### src/verilog/motion_sensor_consts.vh
`ifndef MOTION_SENSOR_CONSTS_VH
`define MOTION_SENSOR_CONSTS_VH

// Register offsets
`define ADDR_PRODUCT_IDENT_HIGH        7'h00
`define ADDR_PRODUCT_IDENT_LOW_VERSION 7'h01
`define ADDR_MOVEMENT_FLAGS            7'h02
`define ADDR_HORIZONTAL_DISPLACEMENT   7'h03
`define ADDR_VERTICAL_DISPLACEMENT     7'h04
`define ADDR_POWER_MODE_CONTROL        7'h05
`define ADDR_SENSOR_SETUP              7'h06
`define ADDR_SURFACE_QUALITY           7'h07
`define ADDR_CURRENT_POWER_STATE       7'h08
`define ADDR_WRITE_GUARD               7'h09
`define ADDR_IDLE_ONE_SETUP            7'h0a
`define ADDR_IDLE_ENTRY_DELAY          7'h0b
`define ADDR_IDLE_TWO_SETUP            7'h0c
`define ADDR_SURFACE_QUALITY_LIMIT     7'h0d
`define ADDR_SURFACE_DETECT_SETUP      7'h0e

// Reset values
`define RST_POWER_MODE_CONTROL    8'hb8
`define RST_SENSOR_SETUP          8'h02
`define RST_WRITE_GUARD           8'h00
`define RST_IDLE_ONE_SETUP        8'h70
`define RST_IDLE_ENTRY_DELAY      8'h10
`define RST_IDLE_TWO_SETUP        8'h70
`define RST_SURFACE_QUALITY_LIMIT 8'h0a
`define RST_SURFACE_DETECT_SETUP  8'he5

// Field positions and write guard key
`define PMC_POWER_DOWN    0
`define PMC_IDLE_ONE_EN   3
`define PMC_IDLE_TWO_EN   4
`define PMC_ADAPTIVE_EN   7
`define SDS_GATE_EN       0
`define MVF_MOTION        7
`define MVF_OVF_X         4
`define MVF_OVF_Y         3
`define WRITE_GUARD_OPEN  8'h5a

// Counts per inch codes and values
`define CPI_600   3'h0
`define CPI_800   3'h1
`define CPI_1000  3'h2
`define CPI_1300  3'h3
`define CPI_1600  3'h4

// Timing
`define CLOCK_HZ          100000000
`define FRAME_RATE_HIGH   2400
`define FRAME_RATE_MID    1200
`define FRAME_RATE_LOW    800
`define BASE_TICK_CYCLES  (`CLOCK_HZ / `FRAME_RATE_HIGH)
`define PORT_IDLE_US      1000
`define PORT_IDLE_CYCLES  (`PORT_IDLE_US * (`CLOCK_HZ / 1000000))
`define AFC_FAST_LIMIT    9'h010
`define AFC_MID_LIMIT     9'h004
`define IDLE_UNIT_SHIFT   5

`endif

### src/verilog/serial_port_engine.v
`default_nettype none

module serial_port_engine #(
	parameter IDLE_RESET = 100000
) (
	// Clock and reset
	input  wire       clock_in,
	input  wire       reset_in,
	// Pins
	input  wire       sclk_in,
	input  wire       sdio_in,
	output wire       sdio_out,
	output wire       sdio_oe_n_out,
	// Register side
	output reg  [6:0] addr_out,
	output reg  [7:0] wr_data_out,
	output reg        wr_pulse_out,
	output reg        rd_start_out,
	output reg        rd_done_out,
	input  wire [7:0] rd_data_in
);

	reg  [2:0]  sclk_q;
	reg  [1:0]  sdio_q;
	reg  [3:0]  bit_cnt_q;
	reg  [6:0]  shift_q;
	reg         reading_q;
	reg         load_pending_q;
	reg         drive_q;
	reg  [7:0]  out_q;
	reg  [31:0] idle_q;
	wire        rise = sclk_q[1] & ~sclk_q[2];
	wire        fall = ~sclk_q[1] & sclk_q[2];
	wire        din  = sdio_q[1];

	// RQ6 two-way data pin
	assign sdio_out      = out_q[7];
	assign sdio_oe_n_out = ~drive_q;

	always @(posedge clock_in)
	begin
		if (reset_in)
		begin
			sclk_q <= 3'h7;
			sdio_q <= 2'h0;
		end
		else
		begin
			sclk_q <= {sclk_q[1:0], sclk_in};
			sdio_q <= {sdio_q[0], sdio_in};
		end
	end

	always @(posedge clock_in)
	begin
		if (reset_in)
		begin
			bit_cnt_q      <= 4'h0;
			shift_q        <= 7'h00;
			reading_q      <= 1'b0;
			load_pending_q <= 1'b0;
			drive_q        <= 1'b0;
			out_q          <= 8'h00;
			idle_q         <= 32'h0;
			addr_out       <= 7'h00;
			wr_data_out    <= 8'h00;
			wr_pulse_out   <= 1'b0;
			rd_start_out   <= 1'b0;
			rd_done_out    <= 1'b0;
		end
		else
		begin
			wr_pulse_out <= 1'b0;
			rd_start_out <= 1'b0;
			rd_done_out  <= 1'b0;
			idle_q       <= (rise | fall) ? 32'h0 : idle_q + 32'h1;
			// Lost framing recovers after a quiet clock
			if (idle_q == IDLE_RESET)
			begin
				bit_cnt_q <= 4'h0;
				reading_q <= 1'b0;
				drive_q   <= 1'b0;
			end
			else if (rise)
			begin
				bit_cnt_q <= bit_cnt_q + 4'h1;
				shift_q   <= {shift_q[5:0], din};
				if (bit_cnt_q == 4'h7)
				begin
					addr_out       <= {shift_q[5:0], din};
					reading_q      <= ~shift_q[6];
					load_pending_q <= ~shift_q[6];
					rd_start_out   <= ~shift_q[6];
				end
				if (bit_cnt_q == 4'hf)
				begin
					wr_data_out  <= {shift_q, din};
					wr_pulse_out <= ~reading_q;
					rd_done_out  <= reading_q;
					reading_q    <= 1'b0;
					drive_q      <= 1'b0;
				end
			end
			else if (fall && reading_q)
			begin
				// Change data on falling edge, host samples on rising
				drive_q        <= 1'b1;
				load_pending_q <= 1'b0;
				out_q          <= load_pending_q ? rd_data_in : {out_q[6:0], 1'b0};
			end
		end
	end

endmodule // serial_port_engine

`default_nettype wire

### src/verilog/optical_motion_sensor_regs.v
// Summary of operation
// RQ1: Horizontal and vertical motion since the last report read as signed bytes at 0x03 and 0x04.
// RQ2: Pending motion pulls the motion wake output low.
// RQ3: The controller never writes an unlisted address, all of which are reserved.
// RQ4: Frame rate adapts among 2400, 1200 and 800 frames per second, slower for slower motion.
// RQ5: All setup and all readout pass through the register map on the serial port.
// RQ6: The controller supplies the serial clock and the single data line is two-way.
// RQ7: The 12-bit product identity sits in 0x00 and the upper nibble of 0x01, version below it.
// RQ8: Resolution is one of 600, 800, 1000, 1300 or 1600 counts per inch, 1000 after reset.
// RQ9: An idle pacing timer paces the two idle states while nothing moves.
// RQ10: Surface quality reads at 0x07 and a writable quality limit lives at 0x0d.
`include "motion_sensor_consts.vh"
`default_nettype none

module optical_motion_sensor_regs #(
	parameter [11:0] PRODUCT_IDENT    = 12'h5a3, // Arbitrary value
	parameter [3:0]  PRODUCT_VERSION  = 4'h1,    // Arbitrary value
	parameter        BASE_TICK        = `BASE_TICK_CYCLES,
	parameter        PORT_IDLE        = `PORT_IDLE_CYCLES
) (
	// Clock and reset
	input  wire        clock_in,
	input  wire        reset_in,
	// Serial port pins
	input  wire        sclk_in,
	input  wire        sdio_in,
	output wire        sdio_out,
	output wire        sdio_oe_n_out,
	// Motion wake pin
	output reg         motion_wake_out,
	// Imaging core
	output reg         frame_strobe_out,
	input  wire        sample_valid_in,
	input  wire [7:0]  sample_dx_in,
	input  wire [7:0]  sample_dy_in,
	input  wire [7:0]  sample_quality_in,
	// Status to core
	output reg  [1:0]  adaptive_frame_rate_out,
	output reg  [10:0] counts_per_inch_out,
	output reg  [3:0]  power_state_out
);

	localparam [3:0] ST_RUN   = 4'h1;
	localparam [3:0] ST_IDLE1 = 4'h2;
	localparam [3:0] ST_IDLE2 = 4'h4;
	localparam [3:0] ST_DOWN  = 4'h8;
	localparam [1:0] AFR_HIGH = 2'h0;
	localparam [1:0] AFR_MID  = 2'h1;
	localparam [1:0] AFR_LOW  = 2'h2;

	wire [6:0] addr;
	wire [7:0] wr_data;
	wire       wr_pulse;
	wire       rd_start;
	wire       rd_done;
	reg  [7:0] rd_mux;

	reg  [7:0]  power_mode_control_q;
	reg  [7:0]  sensor_setup_q;
	reg  [7:0]  write_guard_q;
	reg  [7:0]  idle_one_setup_q;
	reg  [7:0]  idle_entry_delay_q;
	reg  [7:0]  idle_two_setup_q;
	reg  [7:0]  surface_quality_limit_q;
	reg  [7:0]  surface_detect_setup_q;
	reg  [7:0]  surface_quality_q;
	reg  [7:0]  acc_x_q;
	reg  [7:0]  acc_y_q;
	reg         ovf_x_q;
	reg         ovf_y_q;
	reg  [7:0]  rd_hold_q;
	reg  [3:0]  state_q;
	reg  [3:0]  state_d;
	reg  [31:0] tick_cnt_q;
	reg         tick_q;
	reg  [5:0]  frame_div_q;
	reg  [5:0]  frame_div_lim;
	reg  [11:0] idle_pacing_timer_q;
	reg  [11:0] idle_lim_one;
	reg  [11:0] idle_lim_two;
	wire        accept;
	wire        moving;
	wire [7:0]  abs_x;
	wire [7:0]  abs_y;
	wire [8:0]  speed;
	wire        guard_open;
	wire        rd_x;
	wire        rd_y;

	// Single programming path
	// RQ5 register map access
	serial_port_engine #(
		.IDLE_RESET    (PORT_IDLE)
	) port_u (
		.clock_in      (clock_in),
		.reset_in      (reset_in),
		.sclk_in       (sclk_in),
		.sdio_in       (sdio_in),
		.sdio_out      (sdio_out),
		.sdio_oe_n_out (sdio_oe_n_out),
		.addr_out      (addr),
		.wr_data_out   (wr_data),
		.wr_pulse_out  (wr_pulse),
		.rd_start_out  (rd_start),
		.rd_done_out   (rd_done),
		.rd_data_in    (rd_hold_q)
	);

	// Drop samples when the surface looks unreliable
	// RQ10 quality gating
	assign accept = sample_valid_in & (state_q != ST_DOWN) &
		(~surface_detect_setup_q[`SDS_GATE_EN] | (sample_quality_in >= surface_quality_limit_q));
	assign moving = accept & ((sample_dx_in != 8'h00) | (sample_dy_in != 8'h00));
	assign abs_x  = sample_dx_in[7] ? (~sample_dx_in + 8'h01) : sample_dx_in;
	assign abs_y  = sample_dy_in[7] ? (~sample_dy_in + 8'h01) : sample_dy_in;
	assign speed  = {1'b0, abs_x} + {1'b0, abs_y};
	assign guard_open = (write_guard_q == `WRITE_GUARD_OPEN);
	assign rd_x = rd_done & (addr == `ADDR_HORIZONTAL_DISPLACEMENT);
	assign rd_y = rd_done & (addr == `ADDR_VERTICAL_DISPLACEMENT);

	// Saturating add of residue and new sample
	function [8:0] sat_add;
		input [7:0] acc;
		input [7:0] sub;
		input [7:0] inc;
		reg   [9:0] sum;
		begin
			sum = {acc[7], acc[7], acc} - {sub[7], sub[7], sub} + {inc[7], inc[7], inc};
			if (sum[9] && (sum[8:7] != 2'b11))
				sat_add = {1'b1, 8'h80};
			else if (!sum[9] && (sum[8:7] != 2'b00))
				sat_add = {1'b1, 8'h7f};
			else
				sat_add = {1'b0, sum[7:0]};
		end
	endfunction

	always @*
	begin
		case (addr)
			// RQ7 identity bytes
			`ADDR_PRODUCT_IDENT_HIGH:
				rd_mux = PRODUCT_IDENT[11:4];
			`ADDR_PRODUCT_IDENT_LOW_VERSION:
				rd_mux = {PRODUCT_IDENT[3:0], PRODUCT_VERSION};
			`ADDR_MOVEMENT_FLAGS:
				rd_mux = {(acc_x_q != 8'h00) | (acc_y_q != 8'h00), 2'b00, ovf_x_q, ovf_y_q, 3'b000};
			// RQ1 signed displacement
			`ADDR_HORIZONTAL_DISPLACEMENT:
				rd_mux = acc_x_q;
			`ADDR_VERTICAL_DISPLACEMENT:
				rd_mux = acc_y_q;
			`ADDR_POWER_MODE_CONTROL:
				rd_mux = power_mode_control_q;
			`ADDR_SENSOR_SETUP:
				rd_mux = sensor_setup_q;
			// RQ10 quality readout
			`ADDR_SURFACE_QUALITY:
				rd_mux = surface_quality_q;
			`ADDR_CURRENT_POWER_STATE:
				rd_mux = {2'b00, adaptive_frame_rate_out, state_q};
			`ADDR_WRITE_GUARD:
				rd_mux = write_guard_q;
			`ADDR_IDLE_ONE_SETUP:
				rd_mux = idle_one_setup_q;
			`ADDR_IDLE_ENTRY_DELAY:
				rd_mux = idle_entry_delay_q;
			`ADDR_IDLE_TWO_SETUP:
				rd_mux = idle_two_setup_q;
			`ADDR_SURFACE_QUALITY_LIMIT:
				rd_mux = surface_quality_limit_q;
			`ADDR_SURFACE_DETECT_SETUP:
				rd_mux = surface_detect_setup_q;
			default:
				rd_mux = 8'h00;
		endcase
	end

	// Snapshot at address time so the cleared amount equals what was sent
	always @(posedge clock_in)
	begin
		if (reset_in)
			rd_hold_q <= 8'h00;
		else if (rd_start)
			rd_hold_q <= rd_mux;
	end

	// Writable registers; idle setup is locked unless the guard is open
	always @(posedge clock_in)
	begin
		if (reset_in)
		begin
			power_mode_control_q    <= `RST_POWER_MODE_CONTROL;
			sensor_setup_q          <= `RST_SENSOR_SETUP;
			write_guard_q           <= `RST_WRITE_GUARD;
			idle_one_setup_q        <= `RST_IDLE_ONE_SETUP;
			idle_entry_delay_q      <= `RST_IDLE_ENTRY_DELAY;
			idle_two_setup_q        <= `RST_IDLE_TWO_SETUP;
			surface_quality_limit_q <= `RST_SURFACE_QUALITY_LIMIT;
			surface_detect_setup_q  <= `RST_SURFACE_DETECT_SETUP;
		end
		else if (wr_pulse)
		begin
			// RQ3 reserved writes ignored
			case (addr)
				`ADDR_POWER_MODE_CONTROL:
					power_mode_control_q <= wr_data;
				`ADDR_SENSOR_SETUP:
					sensor_setup_q <= wr_data;
				`ADDR_WRITE_GUARD:
					write_guard_q <= wr_data;
				`ADDR_IDLE_ONE_SETUP:
					if (guard_open)
						idle_one_setup_q <= wr_data;
				`ADDR_IDLE_ENTRY_DELAY:
					if (guard_open)
						idle_entry_delay_q <= wr_data;
				`ADDR_IDLE_TWO_SETUP:
					if (guard_open)
						idle_two_setup_q <= wr_data;
				// RQ10 writable limit
				`ADDR_SURFACE_QUALITY_LIMIT:
					if (guard_open)
						surface_quality_limit_q <= wr_data;
				`ADDR_SURFACE_DETECT_SETUP:
					if (guard_open)
						surface_detect_setup_q <= wr_data;
				default:
					write_guard_q <= write_guard_q;
			endcase
		end
	end

	// Motion accumulation; a new sample in the read-clear cycle is kept
	always @(posedge clock_in)
	begin : motion_acc
		reg [8:0] nx;
		reg [8:0] ny;
		nx = sat_add(acc_x_q, rd_x ? rd_hold_q : 8'h00, accept ? sample_dx_in : 8'h00);
		ny = sat_add(acc_y_q, rd_y ? rd_hold_q : 8'h00, accept ? sample_dy_in : 8'h00);
		if (reset_in)
		begin
			acc_x_q           <= 8'h00;
			acc_y_q           <= 8'h00;
			ovf_x_q           <= 1'b0;
			ovf_y_q           <= 1'b0;
			surface_quality_q <= 8'h00;
		end
		else
		begin
			// RQ1 report and clear
			acc_x_q <= nx[7:0];
			acc_y_q <= ny[7:0];
			ovf_x_q <= nx[8] | (ovf_x_q & ~rd_x);
			ovf_y_q <= ny[8] | (ovf_y_q & ~rd_y);
			if (sample_valid_in)
				surface_quality_q <= sample_quality_in;
		end
	end

	// Active low wake while motion waits to be read
	always @(posedge clock_in)
	begin
		if (reset_in)
			motion_wake_out <= 1'b1;
		else
			// RQ2 wake low on motion
			motion_wake_out <= ~((acc_x_q != 8'h00) | (acc_y_q != 8'h00) | ovf_x_q | ovf_y_q);
	end

	// RQ8 resolution select
	always @(posedge clock_in)
	begin
		if (reset_in)
			counts_per_inch_out <= 11'd1000;
		else
		begin
			case (sensor_setup_q[2:0])
				`CPI_600:  counts_per_inch_out <= 11'd600;
				`CPI_800:  counts_per_inch_out <= 11'd800;
				`CPI_1000: counts_per_inch_out <= 11'd1000;
				`CPI_1300: counts_per_inch_out <= 11'd1300;
				`CPI_1600: counts_per_inch_out <= 11'd1600;
				default:   counts_per_inch_out <= counts_per_inch_out;
			endcase
		end
	end

	// Base tick at the highest frame rate
	always @(posedge clock_in)
	begin
		if (reset_in)
		begin
			tick_cnt_q <= 32'h0;
			tick_q     <= 1'b0;
		end
		else
		begin
			tick_q     <= (tick_cnt_q == BASE_TICK - 1);
			tick_cnt_q <= (tick_cnt_q == BASE_TICK - 1) ? 32'h0 : tick_cnt_q + 32'h1;
		end
	end

	// RQ4 speed to rate
	always @(posedge clock_in)
	begin
		if (reset_in)
			adaptive_frame_rate_out <= AFR_HIGH;
		else if (!power_mode_control_q[`PMC_ADAPTIVE_EN])
			adaptive_frame_rate_out <= AFR_HIGH;
		else if (accept)
		begin
			if (speed >= `AFC_FAST_LIMIT)
				adaptive_frame_rate_out <= AFR_HIGH;
			else if (speed >= `AFC_MID_LIMIT)
				adaptive_frame_rate_out <= AFR_MID;
			else
				adaptive_frame_rate_out <= AFR_LOW;
		end
	end

	// Base ticks per frame, less one; idle states stretch it by their nibble
	always @*
	begin
		case (state_q)
			ST_RUN:
			begin
				case (adaptive_frame_rate_out)
					AFR_MID: frame_div_lim = 6'd1;
					AFR_LOW: frame_div_lim = 6'd2;
					default: frame_div_lim = 6'd0;
				endcase
			end
			// RQ4 lowest rate base
			ST_IDLE1: frame_div_lim = {idle_one_setup_q[7:4], 2'b11};
			ST_IDLE2: frame_div_lim = {idle_two_setup_q[7:4], 2'b11};
			default:  frame_div_lim = 6'd0;
		endcase
	end

	always @(posedge clock_in)
	begin
		if (reset_in)
		begin
			frame_div_q      <= 6'd0;
			frame_strobe_out <= 1'b0;
		end
		else
		begin
			frame_strobe_out <= 1'b0;
			if (tick_q)
			begin
				frame_div_q <= (frame_div_q >= frame_div_lim) ? 6'd0 : frame_div_q + 6'd1;
				frame_strobe_out <= (frame_div_q >= frame_div_lim) && (state_q != ST_DOWN);
			end
		end
	end

	// Idle thresholds in units of base ticks
	always @*
	begin
		idle_lim_one = {idle_entry_delay_q[7:4], 8'h00} >> (8 - `IDLE_UNIT_SHIFT);
		idle_lim_two = idle_lim_one + ({idle_entry_delay_q[3:0], 8'h00} >> (8 - `IDLE_UNIT_SHIFT));
	end

	// RQ9 idle pacing timer
	always @(posedge clock_in)
	begin
		if (reset_in)
			idle_pacing_timer_q <= 12'h000;
		else if (moving || state_q == ST_DOWN)
			idle_pacing_timer_q <= 12'h000;
		else if (tick_q && idle_pacing_timer_q != 12'hfff)
			idle_pacing_timer_q <= idle_pacing_timer_q + 12'h001;
	end

	// RQ9 idle state walk
	always @*
	begin
		case (state_q)
			ST_RUN:
				if (power_mode_control_q[`PMC_POWER_DOWN])
					state_d = ST_DOWN;
				else if (power_mode_control_q[`PMC_IDLE_ONE_EN] && idle_pacing_timer_q >= idle_lim_one)
					state_d = ST_IDLE1;
				else
					state_d = ST_RUN;
			ST_IDLE1:
				if (power_mode_control_q[`PMC_POWER_DOWN])
					state_d = ST_DOWN;
				else if (moving || !power_mode_control_q[`PMC_IDLE_ONE_EN])
					state_d = ST_RUN;
				else if (power_mode_control_q[`PMC_IDLE_TWO_EN] && idle_pacing_timer_q >= idle_lim_two)
					state_d = ST_IDLE2;
				else
					state_d = ST_IDLE1;
			ST_IDLE2:
				if (power_mode_control_q[`PMC_POWER_DOWN])
					state_d = ST_DOWN;
				else if (moving || !power_mode_control_q[`PMC_IDLE_TWO_EN])
					state_d = ST_RUN;
				else
					state_d = ST_IDLE2;
			ST_DOWN:
				state_d = power_mode_control_q[`PMC_POWER_DOWN] ? ST_DOWN : ST_RUN;
			default:
				state_d = ST_RUN;
		endcase
	end

	always @(posedge clock_in)
	begin
		if (reset_in)
		begin
			state_q         <= ST_RUN;
			power_state_out <= ST_RUN;
		end
		else
		begin
			state_q         <= state_d;
			power_state_out <= state_d;
		end
	end

endmodule // optical_motion_sensor_regs

`default_nettype wire

### config.mk
export PLATFORM = sky130hd
export DESIGN_NAME = optical_motion_sensor_regs
export DESIGN_NICKNAME = d
export VERILOG_FILES = /design/src/verilog/serial_port_engine.v /design/src/verilog/optical_motion_sensor_regs.v
export VERILOG_INCLUDE_DIRS = /design/src /design/src/verilog
export SDC_FILE = /design/constraint.sdc
export NUM_CORES = 1
export LEC_CHECK = 0
export ABC_AREA = 1
export BUFFER_PORTS_ARGS = -buffer_cell sky130_fd_sc_hd__buf_2
export CAP_MARGIN = 25
export CORE_UTILIZATION = 40
export CTS_BUF_LIST = sky130_fd_sc_hd__clkbuf_16
export DETAILED_ROUTE_END_ITERATION = 16
export SYNTH_ARGS = -nofsm -noshare
export SYNTH_HDL_FRONTEND = slang
export SYNTH_SLANG_ARGS = --single-unit
### constraint.sdc
create_clock -name clock_in -period 3.8 [get_ports clock_in]
set_input_delay 0.76 -clock clock_in [delete_from_list [all_inputs] [get_ports clock_in]]
set_output_delay 0.76 -clock clock_in [all_outputs]
set_load 0.02 [all_outputs]
==> results of run 1 <==
## kinds of logic (layout without fill, tap and decap cells)
logic type               Yosys count  in the layout  synth area share [%]
buffers and inverters            316            430                  8.89
XOR/XNOR                          37             37                  2.34
other                              1              2                0.0271
AO/OA/AOI/OAI                    313            313                  12.7
AND/OR/NAND/NOR                 1015           1015                  32.2
flip-flops                       243            243                  35.1
adder cells (fa/ha/maj)           85             85                  8.66
## routing by layer
layer,vias to the layer above,wire [um],global-route usage (%)
met5,-,0,0
met4,0,936,6.50
met3,59,1450,2.41
met2,242,18100,37.0
met1,6041,18200,29.0
li1,6780,-,-
## layout by cell type, fill, tap and decap left out, drive strengths merged
| cell | n |
|---|---|
| a211o | 1 |
| a211oi | 25 |
| a21o | 2 |
| a21oi | 156 |
| a22o | 2 |
| a31o | 1 |
| a31oi | 5 |
| and2 | 2 |
| and3 | 3 |
| buf | 105 |
| bufinv | 4 |
| clkbuf | 28 |
| clkinv | 14 |
| clkinvlp | 4 |
| conb | 2 |
| dfxtp | 243 |
| fa | 18 |
| ha | 67 |
| inv | 275 |
| nand2 | 446 |
| nand3 | 161 |
| nand3b | 3 |
| nand4 | 52 |
| nor2 | 252 |
| nor3 | 57 |
| nor3b | 12 |
| nor4 | 12 |
| o211ai | 21 |
| o21a | 5 |
| o21ai | 86 |
| o22ai | 6 |
| o311ai | 1 |
| o31ai | 2 |
| or2 | 14 |
| or3 | 1 |
| xnor2 | 13 |
| xor2 | 24 |
## worst reg2reg max path, delay by kind of cell (launching register included)
family / cells / cell delay [ns]
compound gates: 2 / 0.25
simple gates: 10 / 0.93
fa+ha+maj: 3 / 1.24
flops: 1 / 0.33
buf+inv: 4 / 0.48
xor+xnor: 1 / 0.21
## repair_timing
item | CTS | global route
gates resized for setup | 4 | 13
pin swaps | 0 | 4
gates cloned | 1 | 0
buffers inserted | 1 | 1
endpoints found under the setup margin | 14 | 17
## report_power, final
part,switching (mW),internal [mW]
clock,1.13,1.62
combinational,1.24,1.08
sequential,0.0941,2.66
total,2.47,5.36
## cells in the mapped netlist (3+ instances only)
cell and n:
clkbuf_1 20, nand2_1 436, a211oi_2 5, xor2_1 24
nor3_1 54, buf_1 5, nor2_4 3, dfxtp_1 243
inv_1 266, o22ai_1 6, nor4_1 11, ha_1 67
nor2_2 6, buf_4 6, nand3_1 159, o211ai_1 21
nor3b_1 12, nand3b_1 3, o21ai_0 85, a211oi_1 20
nor2_1 243, a21oi_1 156, a31oi_1 5, nand2_2 10
buf_2 11, xnor2_1 13, nand4_1 52, inv_2 4
or2_2 13, o21a_1 5, and3_1 3, fa_1 18
## registers in the layout, summed over array words and instances, names as in the netlist, 9 cells and up
name	count
tick_cnt_q	32
idle_pacing_timer_q	12
port_u.idle_q	32
counts_per_inch_out	9
## layout make-up
type | instances | area share, %
multi-input cells | 1452 | 49.0
flip-flops and latches | 243 | 30.7
clock buffers | 28 | 4.42
repair inverters | 1 | 0.0473
repair buffers | 105 | 4.37
inverters | 272 | 6.46
well taps | 448 | 3.53
clock inverters | 24 | 1.47
## stage by stage
stage	setup slack (ns)	TNS [ns]	cells	util (%)
2_1_floorplan	0.0576	0	2011	-
3_3_place_gp	-0.424	-6.68	2517	43.9
3_5_place_dp	-0.540	-8.59	2518	44.0
4_1_cts	0.0873	0	2572	46.9
5_1_grt	0.0112	0	2573	47.0
6_report	0.256	0	2573	47.0
## worst max path at each step
stage                          startpoint    endpoint  slack (ns)  depth (start not counted)
2_1_floorplan        sample_quality_in[7]  acc_y_q[2]        0.06                         22
3_3_place_gp         sample_quality_in[7]  acc_x_q[5]       -0.42                         22
3_5_place_dp         sample_quality_in[7]  acc_y_q[3]       -0.54                         22
4_1_cts        surface_quality_limit_q[7]  acc_y_q[3]        0.09                         21
5_1_grt        surface_quality_limit_q[7]  acc_y_q[2]        0.01                         24
6_report       surface_quality_limit_q[7]  acc_x_q[6]        0.26                         20
==> impl_metrics.toml, run 1 <==
[grt]
grt_pass1_vias = 12500
grt-ovfl-total = 0
grt_max_degree = 86
grt_pass1_wl_mm = 63.1
track_usage_pct = 21.8
antenna_found_initial = 0

[timing]
worst_pin_slew_ns = 0.972
post-route-period-util_pct = 93.3
maxSlewViolCount = 0
hold_viol = 0
fmax_mhz = 282
rsz0062_at_grt = "false"
skew_ns = 0.00964
setup_violations = 0
hold_ws_ns = 0.385
max_slew_margin_pct = 35.2
finalCriticalPeriod_ns = 3.54

[setup_path]
cp-end-kind = "register"
cp_cell_sequence = "inv_1 -> ha_1 -> nand2_1 -> inv_1 -> and3_1 -> nor2_2 -> nand2_2 -> nand2_4 -> buf_4 -> nor2_1 -> fa_1 -> fa_1 -> nand3_1 -> nand2_1 -> buf_4 -> nand2_1 -> nand2_1 -> a21oi_1 -> xor2_1 -> a21oi_1"
r2r_cells = 20
crit_family = "adder cells"
crit_type = "register to register"
path_max_fanout = 4
cpMostUsedCell = "nand2_1"
r2r_slack_ns = 0.26
max_stage_delay_ns = 0.48
startpoint_type = "register"
worstReg2RegStart = "surface_quality_limit_q[7]"
path_buf_inv = 4
cp.arrival_ns = 3.99
critPathRequiredTime_ns = 4.25
worst_path_max_delay_cell = "fa_1"
timing.rr.end = "acc_x_q[6]"

[cts]
cts_tree = "yes"
cts_hold_buffers = 0
clkLatencyLatePin_ns = 0.56
path_clk_slew_ns = 0.06
cts.sinks = 243
cts-root-buf = "clkbuf_16"
cts-htree-levels = 1
cts-buffers-inserted = 28
cts_max_path_buffers = 3

[floorplan]
num_rows = 67
initial_core_util_pct = 41.0
core_area_um2 = 33800
ios = 50
fp.dieH_um = 188
die_area_um2 = 35400
die_width_um = 188

[finish]
synthToLayoutAreaGrowth_pct = 14.6
final_area_um2 = 15900
n_antenna_cell = 0
multi_input_area_um2 = 7780
fill_cells = 3439
seqCellArea_um2 = 4870
num-nets-final = 2217
drive_above_1_share_pct = 9.98

[synthesis]
yosys.area.top_type = "dfxtp_1"
netlist_area_um2 = 13800
ys_warn_count = 0
synth_top_flop_cell = "dfxtp_1"
synth_sequential_area_ratio_pct = 35.1
synth_top_area_share_pct = 35.1
synth_edf_count = 0
syn_inst = 2010
syn_area_per_cell_um2 = 6.89
yosysUniqueCellTypes = 50
ys_seq_elements = 243
synthTopCellsByArea = "dfxtp_1 35%, nand2_1 12%, inv_1 7.2%"
postSynth.asyncResetShare_pct = 0

[drt]
drtIter0Drc = 882
drt-total-wl_mm = 38.7
wire_per_inst_um = 15.0
drc_errors = 0
vias = 13100
dr.pass1.iters = 5
avgViaCountPerCell = 5.10
ant_nets = 0

[power_and_ir_drop]
ir_drop_mv = 0.410
p_per_area_nw_per_um2 = 493
p_leak_nw = 6.52
finalPower_mw = 7.83

[placement]
postPlaceCellArea_um2 = 14900
dp_hpwl_mm = 29.6
gp_congestion = 0.952
portBuffers = 47

[run_status]
status = "finished clean"

[min_path]
hold_depth = 2
worstHoldStart = "sclk_in"
hold_end = "port_u.sclk_q[0]"
hp-class = "primary input to register"

[run]
drv_cap = 0
No activity file was read; power rests on OpenSTA's default activity.
==> inputs of run 2 (changes only) <==
--- a/config.mk
+++ b/config.mk
@@ -8,10 +8,11 @@
 export LEC_CHECK = 0
 export ABC_AREA = 1
 export BUFFER_PORTS_ARGS = -buffer_cell sky130_fd_sc_hd__buf_2
-export CAP_MARGIN = 25
-export CORE_UTILIZATION = 40
+export CAP_MARGIN = 20
+export CORE_UTILIZATION = 55
 export CTS_BUF_LIST = sky130_fd_sc_hd__clkbuf_16
 export DETAILED_ROUTE_END_ITERATION = 16
+export PLACE_DENSITY = 0.75
 export SYNTH_ARGS = -nofsm -noshare
 export SYNTH_HDL_FRONTEND = slang
 export SYNTH_SLANG_ARGS = --single-unit
==> run 2 against run 1 <==
  * Final cell count decreased by 5.3%
  * Critical path type unchanged
  * First-iteration DRC count increased by 42%
  * Sequential share of layout area is 0.47 points higher
  * Worst hold slack better by 0.0033 ns
  * Clock skew is 0.014 ns higher
  * Fmax is 1.7% lower
  * Sequential power barely moved
  * Core utilization up 17 points
  * Via count grew 3.3%
  * Count of clock-buffer cells in the layout is 2 lower
==> impl_metrics.toml, run 2 (synthesis gave the netlist of run 1 again) <==
[timing]
skew_ns = 0.0241
worst_pin_slew_ns = 1.08
finalCriticalPeriod_ns = 3.60
tns_ns = 0
post-route-period-util_pct = 94.9
fmax_mhz = 277
max_slew_margin_pct = 27.7
maxSlewViolCount = 0
setup_ws_ns = 0.195
setup_violations = 0
hold_viol = 0

[floorplan]
core_area_um2 = 24500
initial_core_util_pct = 56.4
die_area_um2 = 25800
die_width_um = 161
fp.dieH_um = 161
num_rows = 57
ios = 50

[drt]
drc_errors = 0
ant_nets = 0
drt-total-wl_mm = 37.8
avgViaCountPerCell = 5.56
dr.pass1.iters = 8
wire_per_inst_um = 15.5
drtIter0Drc = 1252
vias = 13600

[power_and_ir_drop]
switchingPower_mw = 2.49
finalPower_mw = 7.73
ir_drop_mv = 0.394
p_leak_nw = 6.44
combPwrFrac_pct = 30.9
p_per_area_nw_per_um2 = 495
swShare_pct = 32.2
intPower_mw = 5.25
p_seq_share_pct = 35.6
pwr-share-clk_pct = 33.6

[setup_path]
worst_path_max_delay_cell = "fa_1"
crit_start = "surface_quality_limit_q[7]"
cp-endpoint = "acc_y_q[4]"
critPathRequiredTime_ns = 4.22
cpMostUsedCell = "nand2_1"
cp-end-kind = "register"
r2r_cells = 25
cp.arrival_ns = 4.02
max_stage_delay_ns = 0.42
r2r_slack_ns = 0.20
crit_type = "register to register"
path_max_fanout = 6
timing.rr.end = "acc_y_q[4]"
worstReg2RegStart = "surface_quality_limit_q[7]"
startpoint_type = "register"

[grt]
grt-ovfl-total = 0
grt_max_degree = 90
track_usage_pct = 29.1
antenna_found_initial = 0
grt_pass1_wl_mm = 61.5
grt_pass1_vias = 12700

[finish]
final_area_um2 = 15600
drive_above_1_share_pct = 9.66
n_antenna_cell = 0
instances_no_fill = 2436
num-nets-final = 2209
synthToLayoutAreaGrowth_pct = 12.9
layout_commonest_cell = "nand2_1"
reg.largest.list = "port_u.idle_q (32), tick_cnt_q (32), idle_pacing_timer_q (12)"
mostFrequentLayoutCells = "429 x nand2_1, 265 x inv_1, 243 x dfxtp_1"

[cts]
clkLatencyLatePin_ns = 0.55
cts_max_path_buffers = 3
cts-buffers-inserted = 26
cts_tree = "yes"
cts-htree-levels = 1
cts-root-buf = "clkbuf_16"
cts.sinks = 243
path_clk_slew_ns = 0.06

[placement]
postPlaceCellArea_um2 = 14600
post-place-ws_ns = -0.510
portBuffers = 47
dp_hpwl_mm = 28.4
dpl.cell_count = 2386
gp_congestion = 0.970

[run_status]
status = "finished clean"

[run]
drv_cap = 0

[min_path]
hp-class = "primary input to register"
## run 2: cell count changes in the layout (fill, tap and decap cells not counted), moves of 2 or more
cell       delta
buf_4         -5
inv_1         -2
inv_2         -2
clkbuf_16     -2
clkinv_1      +4
nand2_1       -2
clkinv_2      -4
a21oi_1       -5
a21oi_2       +5
## run 2: power by group through the flow
| stage | combinational [mW] | sequential (mW) | clock (mW) |
|---|---|---|---|
| 2_1_floorplan | 1.40 | 2.77 | 0 |
| 3_3_place_gp | 2.14 | 2.81 | 0 |
| 3_5_place_dp | 2.20 | 2.80 | 0 |
| 4_1_cts | 2.22 | 2.75 | 2.63 |
| 5_1_grt | 2.66 | 2.76 | 2.74 |
| 6_report | 2.39 | 2.75 | 2.59 |
## run 2: metrics by stage
| stage | utilization, % | hold WS [ns] |
|---|---|---|
| finish | 63.7 | 0.388 |
| global placement | 59.7 | 0.393 |
| global route | 63.7 | 0.381 |
| CTS | 63.3 | 0.371 |
| detailed placement | 59.7 | 0.395 |
| floorplan | - | 0.388 |
## run 2: timing repair
action | CTS | global route
setup buffers | 2 | 2
gates cloned | 0 | 1
hold buffers | 0 | 0
gates resized for setup | 1 | 23
setup endpoints to repair | 14 | 18
pin swaps | 0 | 4
## run 2: per-layer routing
layer / global-route usage [%] / part of all wire (%)
met1: 39.0 / 44
met2: 48.4 / 47
met3: 3.28 / 5.8
met4: 10.3 / 3.5
met5: 0 / 0
## run 2: worst min path at each step
stage | start | end | slack, ns | cells after the start
floorplan | port_u.sdio_q[0] | port_u.sdio_q[1] | 0.39 | 2
global placement | port_u.sclk_q[0] | port_u.sclk_q[1] | 0.39 | 1
detailed placement | port_u.sclk_q[0] | port_u.sclk_q[1] | 0.40 | 1
CTS | sclk_in | port_u.sclk_q[0] | 0.37 | 2
global route | sclk_in | port_u.sclk_q[0] | 0.38 | 2
finish | sclk_in | port_u.sclk_q[0] | 0.39 | 2
## run 2: worst max-delay path: cells and delay by family (launching register included)
kind	cells	cell delay [ns]
flops	1	0.34
simple gates	13	1.19
buf+inv	7	0.83
compound gates	2	0.20
fa+ha+maj	3	0.91
## run 2: cell type report
class                           instances  area (um2)
Timing Repair inverter                  1        7.51
Sequential cell                       243        4860
Tap cell                              324         405
Multi-Input combinational cell       1452        7820
Inverter                              272        1020
Clock buffer                           26         651
Fill cell                            2257        8910
Timing Repair Buffer                   99         628
Clock inverter                         19         219
==> inputs of run 3 (changes only) <==
--- a/config.mk
+++ b/config.mk
@@ -9,10 +9,10 @@
 export ABC_AREA = 1
 export BUFFER_PORTS_ARGS = -buffer_cell sky130_fd_sc_hd__buf_2
 export CAP_MARGIN = 20
-export CORE_UTILIZATION = 55
+export CORE_UTILIZATION = 57
 export CTS_BUF_LIST = sky130_fd_sc_hd__clkbuf_16
 export DETAILED_ROUTE_END_ITERATION = 16
-export PLACE_DENSITY = 0.75
+export PLACE_DENSITY = 0.77
 export SYNTH_ARGS = -nofsm -noshare
 export SYNTH_HDL_FRONTEND = slang
 export SYNTH_SLANG_ARGS = --single-unit
==> run 3 against run 2 <==
  * Global-route usage up 0.27 points
  * Routed wire length down 3.4%
  * Register-to-register slack better by 0.05 ns
  * Die area down 3.5%
  * Clock skew down 0.010 ns
  * Sequential share of layout area up 0.063 points
  * Flip-flop and latch count unchanged
  * Setup slack better by 0.050 ns
  * Final cell count down 0.25%
  * Non-clock buffer count down 2
  * Highest routed layer unchanged
==> impl_metrics.toml, run 3 (synthesis gave the netlist of run 1 again) <==
[placement]
gp_congestion = 0.985
post-place-ws_ns = -0.557
portBuffers = 47
dp_hpwl_mm = 27.8

[setup_path]
worst_path_max_delay_cell = "fa_1"
path_max_fanout = 6
critPathRequiredTime_ns = 4.23
path_buf_inv = 7
cpMostUsedCell = "nand2_1"
max_stage_delay_ns = 0.40
cp_cell_sequence = "inv_1 -> ha_1 -> nand2_1 -> inv_1 -> and3_1 -> nor2_1 -> nand2_2 -> nand2_4 -> clkinvlp_4 -> nand2_2 -> fa_1 -> inv_1 -> ha_4 -> nand2_1 -> inv_1 -> a21oi_2 -> nand2_1 -> nand2_1 -> nand2_1 -> nand2_1 -> inv_1 -> nand2_1 -> buf_4 -> a21oi_1"
crit_family = "simple AND/OR/NAND/NOR gates"
crit_type = "register to register"
cp-end-kind = "register"
startpoint_type = "register"
cp.arrival_ns = 3.98

[grt]
track_usage_pct = 29.4
grt_pass1_vias = 12100
antenna_found_initial = 0
grt-ovfl-total = 0
grt_max_degree = 90
grt_pass1_wl_mm = 58.5

[finish]
synthToLayoutAreaGrowth_pct = 12.6
mostFrequentLayoutCells = "426 x nand2_1, 269 x inv_1, 243 x nor2_1, 243 x dfxtp_1, 159 x nand3_1"
fill_cells = 2132
num-nets-final = 2207
layout_commonest_cell = "nand2_1"
reg.largest.list = "port_u.idle_q (32), tick_cnt_q (32), idle_pacing_timer_q (12)"
drive_above_1_share_pct = 9.52
n_antenna_cell = 0

[cts]
path_clk_slew_ns = 0.06
cts-root-buf = "clkbuf_16"
cts-buffers-inserted = 26
cts-htree-levels = 1
cts_hold_buffers = 0
cts_tree = "yes"
clkLatencyLatePin_ns = 0.55
cts_max_path_buffers = 3
cts.sinks = 243

[timing]
skew_ns = 0.0142
setup_ws_ns = 0.246
hold_viol = 0
maxSlewViolCount = 0
worst_pin_slew_ns = 1.06
setup_violations = 0
tns_ns = 0
post-route-period-util_pct = 93.5
max_slew_margin_pct = 28.9
fmax_mhz = 281
rsz0062_at_grt = "false"
finalCriticalPeriod_ns = 3.55

[drt]
dr.pass1.iters = 6
met1_length_mm = 16.3
drc_errors = 0
ant_nets = 0
wl_met3_mm = 2.15
avgViaCountPerCell = 5.44
highest_layer = "met4"
met2WireLength_mm = 16.8
vias = 13200
wire_per_inst_um = 15.0
drt-total-wl_mm = 36.5
drtIter0Drc = 1070

[floorplan]
fp.dieH_um = 158
die_area_um2 = 24900
initial_core_util_pct = 58.6
ios = 50
num_rows = 56
core_area_um2 = 23600
die_width_um = 158

[power_and_ir_drop]
p_leak_nw = 6.43
p_per_area_nw_per_um2 = 489
ir_drop_mv = 0.355

[run]
drv_cap = 0

[min_path]
hp-class = "primary input to register"

[run_status]
status = "finished clean"
[run 3: cell count changes in the layout (fill, tap and decap cells not counted), moves of 2 or more]
| cell | previous run | this run |
|---|---|---|
| nand2_1 | 429 | 426 |
| nand2_2 | 15 | 18 |
| clkinv_2 | 3 | 1 |
| inv_1 | 265 | 269 |
| clkinv_1 | 9 | 11 |
| buf_4 | 53 | 50 |
[run 3: cell type report]
| type | instances | area [um2] | area share (%) |
|---|---|---|---|
| sequential | 243 | 4860 | 31.2 |
| timing repair buffer | 97 | 617 | 3.96 |
| clock buffer | 26 | 651 | 4.17 |
| timing repair inverter | 1 | 7.51 | 0.0482 |
| clock inverter | 20 | 185 | 1.19 |
| tap | 319 | 399 | 2.56 |
| multi-input combinational | 1452 | 7840 | 50.3 |
| inverter | 272 | 1020 | 6.57 |
[run 3: path summary, 6_finish.rpt]
check,start,end,slack (ns),cells after the start
max,surface_quality_limit_q[7],acc_x_q[6],0.25,24
min,sclk_in,port_u.sclk_q[0],0.39,2
max reg2reg,surface_quality_limit_q[7],acc_x_q[6],0.25,24
min reg2reg,port_u.sclk_q[0],port_u.sclk_q[1],0.41,1
[run 3: metrics by stage]
step	cell area (um2)	power (mW)	utilization (%)	hold slack [ns]	std cells
5_1_grt	15600	8.05	66.0	0.393	2430
3_3_place_gp	14600	4.94	62.0	0.394	2381
6_report	15600	7.62	66.0	0.387	2430
2_1_floorplan	13800	4.17	-	0.388	2011
3_5_place_dp	14600	5.00	62.0	0.402	2381
4_1_cts	15500	7.47	65.6	0.375	2429
[run 3: worst reg2reg max path, delay by kind of cell (launching register included)]
family / cells / cell delay [ns]
buf+inv: 7 / 0.77
simple gates: 12 / 1.20
fa+ha+maj: 3 / 0.92
flops: 1 / 0.35
compound gates: 2 / 0.22
[run 3: metal layers]
| layer | global-route usage [%] | up-vias |
|---|---|---|
| met5 | 0 | - |
| met4 | 9.75 | 0 |
| met3 | 4.71 | 80 |
| met2 | 49.4 | 358 |
| met1 | 38.2 | 6022 |
| li1 | - | 6771 |
[run 3: repair_timing]
item / CTS / global route
gates resized for setup: 3 / 26
cloned: 1 / 0
endpoints found under the setup margin: 14 / 17
pin swaps: 0 / 6
hold endpoints to repair: 0 / 0
setup buffers: 1 / 1
[run 3: power breakdown]
part           internal (mW)  leakage, nW  switching (mW)
combinational           1.08         4.04            1.30
sequential              2.66         1.97          0.0970
clock                   1.44        0.423            1.04
